**src/core/srx_consts.svh**
```systemverilog
/*
  constants for the sleep / rotate / subtract / xor execution slice.
  assumes an 8-bit data path and a 7-bit file address space.
*/
// How it works
// - halt clears watchdog counter and prescaler
// - halt clears sleep flag, sets expiry flag
// - halt enters low power, oscillator stopped
// - rotate right file register through carry
// - rotate destination: 0 accumulator, 1 file
// - literal minus accumulator into accumulator
// - literal subtract carry and nibble borrow flags
// - file minus accumulator, routed by destination
// - file subtract carry and nibble borrow flags
// - xor literal into accumulator, zero only
`ifndef SRX_CONSTS_SVH
`define SRX_CONSTS_SVH
`define SRX_CNT_CLEAR   8'h00
`define SRX_PRE_CLEAR   8'h00
`define SRX_ACC_RST     8'h00
`define SRX_DEST_ACC    1'b0
`define SRX_DEST_FILE   1'b1
`define SRX_FLAG_SET    1'b1
`define SRX_FLAG_CLR    1'b0
`define SRX_ADDR_MAX    7'h7f
`endif

```
**src/core/srx_pkg.sv**
```systemverilog
/*
  types for the execution slice.
  assumes the decoder presents one instruction per cycle.
*/
package srx_pkg;
  typedef enum logic [4:0] {
    SRX_OP_NONE  = 5'b0_0000,
    SRX_OP_HALT  = 5'b0_0001,
    SRX_OP_ROT   = 5'b0_0010,
    SRX_OP_LSUB  = 5'b0_0100,
    SRX_OP_FSUB  = 5'b0_1000,
    SRX_OP_LXOR  = 5'b1_0000
  } srx_op_t;

  typedef struct packed {
    logic carry;
    logic nibble_borrow_flag;
    logic zero;
    logic watchdog_expiry_flag;
    logic sleep_entered_flag;
  } srx_status_t;

  typedef struct packed {
    logic [7:0]  acc;
    srx_status_t status;
    logic        file_we;
    logic [6:0]  file_addr;
    logic [7:0]  file_wdata;
    logic        cnt_clear;
    logic        low_power;
  } srx_state_t;
endpackage

```
**src/core/srx_exec.sv**
```systemverilog
/*
  executes halt, rotate-right, both subtracts and literal xor.
  assumes the decoder supplies the file operand read at file_addr in the same cycle.
*/
`timescale 1ns/100ps
`default_nettype none
`include "srx_consts.svh"
module srx_exec (
  // clock and reset
  input  wire logic            clk_sys,
  input  wire logic            rst_n,
  // decoded instruction
  input  wire srx_pkg::srx_op_t op,
  input  wire logic            dest_sel,
  input  wire logic [7:0]      literal,
  input  wire logic [6:0]      file_addr,
  input  wire logic [7:0]      file_rdata,
  // wake from low power
  input  wire logic            wake,
  // results
  output logic [7:0]           acc,
  output var srx_pkg::srx_status_t status,
  output logic                 file_we,
  output logic [6:0]           file_waddr,
  output logic [7:0]           file_wdata,
  output logic                 watchdog_counter_clear,
  output logic                 prescaler_clear,
  output logic                 low_power,
  output logic                 osc_stop
);
  srx_pkg::srx_state_t s_q;
  srx_pkg::srx_state_t s_d;
  logic [8:0] diff;
  logic [4:0] ndiff;
  logic [7:0] sub_a;
  logic [7:0] res;

  // ************
  // next state
  // ************
  always_comb begin
    s_d           = s_q;
    s_d.file_we   = 1'b0;
    s_d.cnt_clear = 1'b0;
    sub_a         = (op == srx_pkg::SRX_OP_LSUB) ? literal : file_rdata;
    diff          = {1'b0, sub_a} - {1'b0, s_q.acc};
    ndiff         = {1'b0, sub_a[3:0]} - {1'b0, s_q.acc[3:0]};
    res           = 8'h00;
    if (wake) begin
      s_d.low_power = 1'b0;
    end
    if (!s_q.low_power) begin
      unique case (op)
        srx_pkg::SRX_OP_HALT: begin
          s_d.cnt_clear = 1'b1;
          s_d.status.sleep_entered_flag   = `SRX_FLAG_CLR;
          s_d.status.watchdog_expiry_flag = `SRX_FLAG_SET;
          s_d.low_power = 1'b1;
        end
        srx_pkg::SRX_OP_ROT: begin
          res              = {s_q.status.carry, file_rdata[7:1]};
          s_d.status.carry = file_rdata[0];
          if (dest_sel == `SRX_DEST_ACC) begin
            s_d.acc = res;
          end else begin
            s_d.file_we    = 1'b1;
            s_d.file_addr  = file_addr;
            s_d.file_wdata = res;
          end
        end
        srx_pkg::SRX_OP_LSUB, srx_pkg::SRX_OP_FSUB: begin
          res = diff[7:0];
          // carry and nibble borrow, no borrow means set
          s_d.status.carry              = ~diff[8];
          s_d.status.nibble_borrow_flag = ~ndiff[4];
          s_d.status.zero = (res == 8'h00);
          if (op == srx_pkg::SRX_OP_LSUB || dest_sel == `SRX_DEST_ACC) begin
            s_d.acc = res;
          end else begin
            s_d.file_we    = 1'b1;
            s_d.file_addr  = file_addr;
            s_d.file_wdata = res;
          end
        end
        srx_pkg::SRX_OP_LXOR: begin
          res     = s_q.acc ^ literal;
          s_d.acc = res;
          s_d.status.zero = (res == 8'h00);
        end
        default: begin
        end
      endcase
    end
  end

  always_ff @(posedge clk_sys) begin
    if (!rst_n) begin
      s_q                             <= '0;
      s_q.acc                         <= `SRX_ACC_RST;
      s_q.status.watchdog_expiry_flag <= `SRX_FLAG_SET;
      s_q.status.sleep_entered_flag   <= `SRX_FLAG_SET;
    end else begin
      s_q <= s_d;
    end
  end

  // ************
  // outputs
  // ************
  assign acc                    = s_q.acc;
  assign status                 = s_q.status;
  assign file_we                = s_q.file_we;
  assign file_waddr             = s_q.file_addr;
  assign file_wdata             = s_q.file_wdata;
  assign watchdog_counter_clear = s_q.cnt_clear;
  assign prescaler_clear        = s_q.cnt_clear;
  assign low_power              = s_q.low_power;
  assign osc_stop               = s_q.low_power;
endmodule
`default_nettype wire

```
**config.mk**
```make
export PLATFORM = sky130hd
export DESIGN_NAME = srx_exec
export DESIGN_NICKNAME = d
export VERILOG_FILES = /design/src/core/srx_pkg.sv /design/src/core/srx_exec.sv
export VERILOG_INCLUDE_DIRS = /design/src /design/src/core
export SDC_FILE = /design/constraint.sdc
export NUM_CORES = 1
export LEC_CHECK = 0
export BUFFER_PORTS_ARGS = -buffer_cell sky130_fd_sc_hd__buf_2
export CAP_MARGIN = 20
export CORE_ASPECT_RATIO = 1.1
export CORE_MARGIN = 3
export CORE_UTILIZATION = 49
export DETAILED_ROUTE_END_ITERATION = 10
export PLACE_DENSITY = 0.89
export RECOVER_POWER = 25
export SLEW_MARGIN = 20
export SYNTH_ARGS = -nofsm -noshare
export SYNTH_HDL_FRONTEND = slang
export SYNTH_SLANG_ARGS = --single-unit
export TNS_END_PERCENT = 50
```
**constraint.sdc**
```tcl
create_clock -name clk_sys -period 12.1 [get_ports clk_sys]
set_input_delay 3.63 -clock clk_sys [delete_from_list [all_inputs] [get_ports clk_sys]]
set_output_delay 3.63 -clock clk_sys [all_outputs]
set_load 0.01 [all_outputs]
```
==> flow_summary.json <==
{
  "cts_resized": 0,
  "ff2ff_path_depth": 8,
  "end_kind": "flip-flop",
  "cts_tree": "done",
  "final_nets": 334,
  "syn_to_final_growth_pct": 20.6,
  "max_freq_mhz": 149,
  "fin_setup_tns_ns": 0,
  "final_hold_viol_count": 0,
  "grt_pass1_wl_um": 8650,
  "clock_tree.buffer_depth": 2,
  "status": "completed",
  "critPathLaunch": "op[4]",
  "first_pass_iters": 4,
  "postSynthAreaPerCell_sq_um": 8.31,
  "power_density_mw_per_mm2": 114,
  "reg2reg_slack_ns": 9.48,
  "path_class": "input port to flip-flop",
  "p_sw_mw": 0.0806,
  "worstPathCellList": "buf_2 -> nor2_1 -> nand3_1 -> mux2i_1 -> ha_1 -> fa_1 -> nor2b_1 -> o22a_1 -> xor2_1 -> or4_1 -> a2111o_1 -> a31oi_1",
  "rsz0062_at_grt": "no",
  "fin_crit_ns": 6.70,
  "synth_edf_count": 0,
  "clock-sinks": 30,
  "routabilityCongestion": 0.956,
  "drive_gt1_share_pct": 22.9,
  "pwr-share-seq_pct": 39.4,
  "die_x_um": 66.2,
  "synth.area.top_cells": "dfxtp_1 31%, nor2_1 6.2%, ha_1 5.8%, xor2_1 4.9%, mux2i_1 4.1%",
  "grt_pass1_vias": 1859,
  "hold_buffers": 0,
  "ys_seq_area_share_pct": 30.8,
  "cts_buffers": 5,
  "required_ns": 12.32,
  "crit_fanout": 9,
  "synth_top_family_by_area": "compound AO/OA/AOI/OAI gates",
  "synth_fp_nets": 277,
  "placed_cells": 335,
  "drt-wirelength-per-cell_um": 16.0,
  "synth_area_sq_mm": 0.00195,
  "antenna_found_initial": 0,
  "coreArea_sq_mm": 0.00374,
  "crit_cells": 12,
  "synth_xor_area_share_pct": 5.83,
  "rows": 23,
  "synth-seq-cells": 30,
  "synth_top_area_cell": "dfxtp_1",
  "cp.buffers_inverters": 1,
  "chipHeight_um": 72.2,
  "crit_end": "status[2]$_SDFFE_PN0P_",
  "antenna_left": 0,
  "track_usage_pct": 23.3,
  "grt_max_degree": 25,
  "synth_simple_gate_area_share_pct": 21.0,
  "synthDistinctLibCells": 51,
  "async_flop_share_pct": 0,
  "pwr-share-comb_pct": 22.4,
  "critical-path-max-stage-delay_ns": 0.51,
  "ys_warn_count": 0,
  "place_ws_ns": 5.16,
  "finalMaxSlewViolations": 0,
  "port_buffers": 63,
  "ios": 65,
  "startpoint_type": "input port",
  "cts_htree_levels": 2,
  "root_buffer": "clkbuf_8",
  "synth_ff_type": "dfxtp_1",
  "slew_headroom_pct": 29.8,
  "tightest_slew_ns": 1.05,
  "crit_family": "simple AND/OR/NAND/NOR gates",
  "synth_most_common_cell": "nor2_1",
  "viasPerCell": 5.83,
  "r2r-start": "acc[0]$_SDFFE_PN0P_",
  "fin_cells": 343,
  "reg2reg_to": "status[2]$_SDFFE_PN0P_",
  "p_int_mw": 0.188,
  "clock_latency_ns": 0.29,
  "dp_hpwl_um": 3960,
  "remaining_drc_errors": 0,
  "fin_skew_ns": 0.0123,
  "initial_utilization_pct": 52.2,
  "cp_data_arrival_time_ns": 6.93,
  "p_clk_share_pct": 38.3,
  "critPathSlowestCell": "or4_1",
  "switching_share_pct": 30.1,
  "synth-adder-area-share_pct": 6.79,
  "wl_um": 5500,
  "design.die.area_sq_mm": 0.00478,
  "cts_setup_buffers": 0,
  "finalSetupViolCount": 0,
  "grt_overflow": 0,
  "synth_compound_area_share_pct": 21.7,
  "antenna_cells": 0,
  "synth_mux_area_share_pct": 8.14,
  "synth_cells": 235,
  "setup_ws_ns": 5.40,
  "cap_violations": 0,
  "drtIter0Drc": 132,
  "yosys-top-cells-count": "32 x nor2_1, 30 x dfxtp_1, 11 x inv_1, 11 x xor2_1, 10 x o21ai_0",
  "p_leak_nw": 0.993,
  "worstHoldPathType": "flip-flop to flip-flop",
  "vias": 2000,
  "post-route-period-util_pct": 55.4,
  "clk_pin_slew_worst_paths_ns": 0.08,
  "ir_worst_vdd_v": 0.0000560,
  "synth_top_cell_area_share_pct": 30.8,
  "final_core_util_pct": 62.9
}
==> registers in the layout, summed over array words and instances (netlist names) <==
name,cells
acc,8
file_wdata,8
file_waddr,7
status,4
file_we,1
low_power,1
prescaler_clear,1
==> how the worst min path moves through the flow <==
stage,from,end,slack [ns],cells after the start
3_5_place_dp,status[0]$_SDFFE_PN1P_,status[0]$_SDFFE_PN1P_,0.44,2
5_1_grt,status[0]$_SDFFE_PN1P_,status[0]$_SDFFE_PN1P_,0.49,2
3_3_place_gp,status[0]$_SDFFE_PN1P_,status[0]$_SDFFE_PN1P_,0.44,2
6_report,status[0]$_SDFFE_PN1P_,status[0]$_SDFFE_PN1P_,0.45,2
2_1_floorplan,status[0]$_SDFFE_PN1P_,status[0]$_SDFFE_PN1P_,0.47,2
4_1_cts,status[0]$_SDFFE_PN1P_,status[0]$_SDFFE_PN1P_,0.45,2
==> stage by stage <==
| stage | hold WS (ns) | area, sq um | power [mW] |
|---|---|---|---|
| floorplan | 0.470 | 1950 | 0.147 |
| global placement | 0.436 | 2260 | 0.165 |
| detailed placement | 0.437 | 2260 | 0.166 |
| CTS | 0.449 | 2370 | 0.269 |
| global route | 0.486 | 2350 | 0.279 |
| finish | 0.454 | 2350 | 0.268 |
==> tightest hold or removal path: cells and delay by family, from the launching register on <==
| kind | cells | cell delay, ns |
|---|---|---|
| AOI/OAI and AO/OA | 1 | 0.05 |
| DFF | 1 | 0.32 |
| buffers and inverters | 1 | 0.05 |
==> area by class of cell <==
class                   instances  area (sq um)
fillers                       338          1390
multi-input cells             180          1240
flip-flops and latches         30           601
repair buffers                 63           297
clock buffers                   5          68.8
well taps                      50          62.6
inverters                      12          45.0
clock inverters                 3          40.0
==> layer usage <==
layer  track usage (%)  routed length (um)  vias to the layer above
li1                  -                   -                      962
met1              28.0                2160                      909
met2              38.1                2600                      116
met3              7.28                 625                       13
met4              9.48                 110                        0
met5                 0                   0                        -
==> cell usage in the layout, fill, tap and decap left out, drive strengths merged, types with 7 or more instances in the layout <==
cell | netlist | layout
nand3 | 8 | 8
a211oi | 9 | 9
inv | 11 | 11
clkbuf | 5 | 20
o21ai | 10 | 10
buf | 8 | 48
nor3 | 8 | 8
mux2 | 7 | 7
nor2 | 32 | 32
nand2 | 9 | 9
mux2i | 8 | 8
a22oi | 9 | 9
xor2 | 11 | 11
ha | 9 | 9
dfxtp | 30 | 30
==> power groups by stage <==
stage | clock [mW] | sequential [mW] | combinational, mW
4_1_cts | 0.104 | 0.105 | 0.0593
6_report | 0.103 | 0.106 | 0.0600
5_1_grt | 0.107 | 0.106 | 0.0658
3_3_place_gp | 0 | 0.108 | 0.0570
2_1_floorplan | 0 | 0.109 | 0.0381
3_5_place_dp | 0 | 0.108 | 0.0584
==> cells by family (layout without fill, tap and decap cells) <==
group / Yosys count / in the layout
AND/OR/NAND/NOR: 81 / 81
buffers and inverters: 25 / 83
AO/OA/AOI/OAI: 60 / 60
adder cells (fa/ha/maj): 10 / 10
multiplexers: 15 / 15
XOR/XNOR: 13 / 13
flip-flops: 30 / 30
other: 1 / 1
No activity file was read; power rests on OpenSTA's default activity.
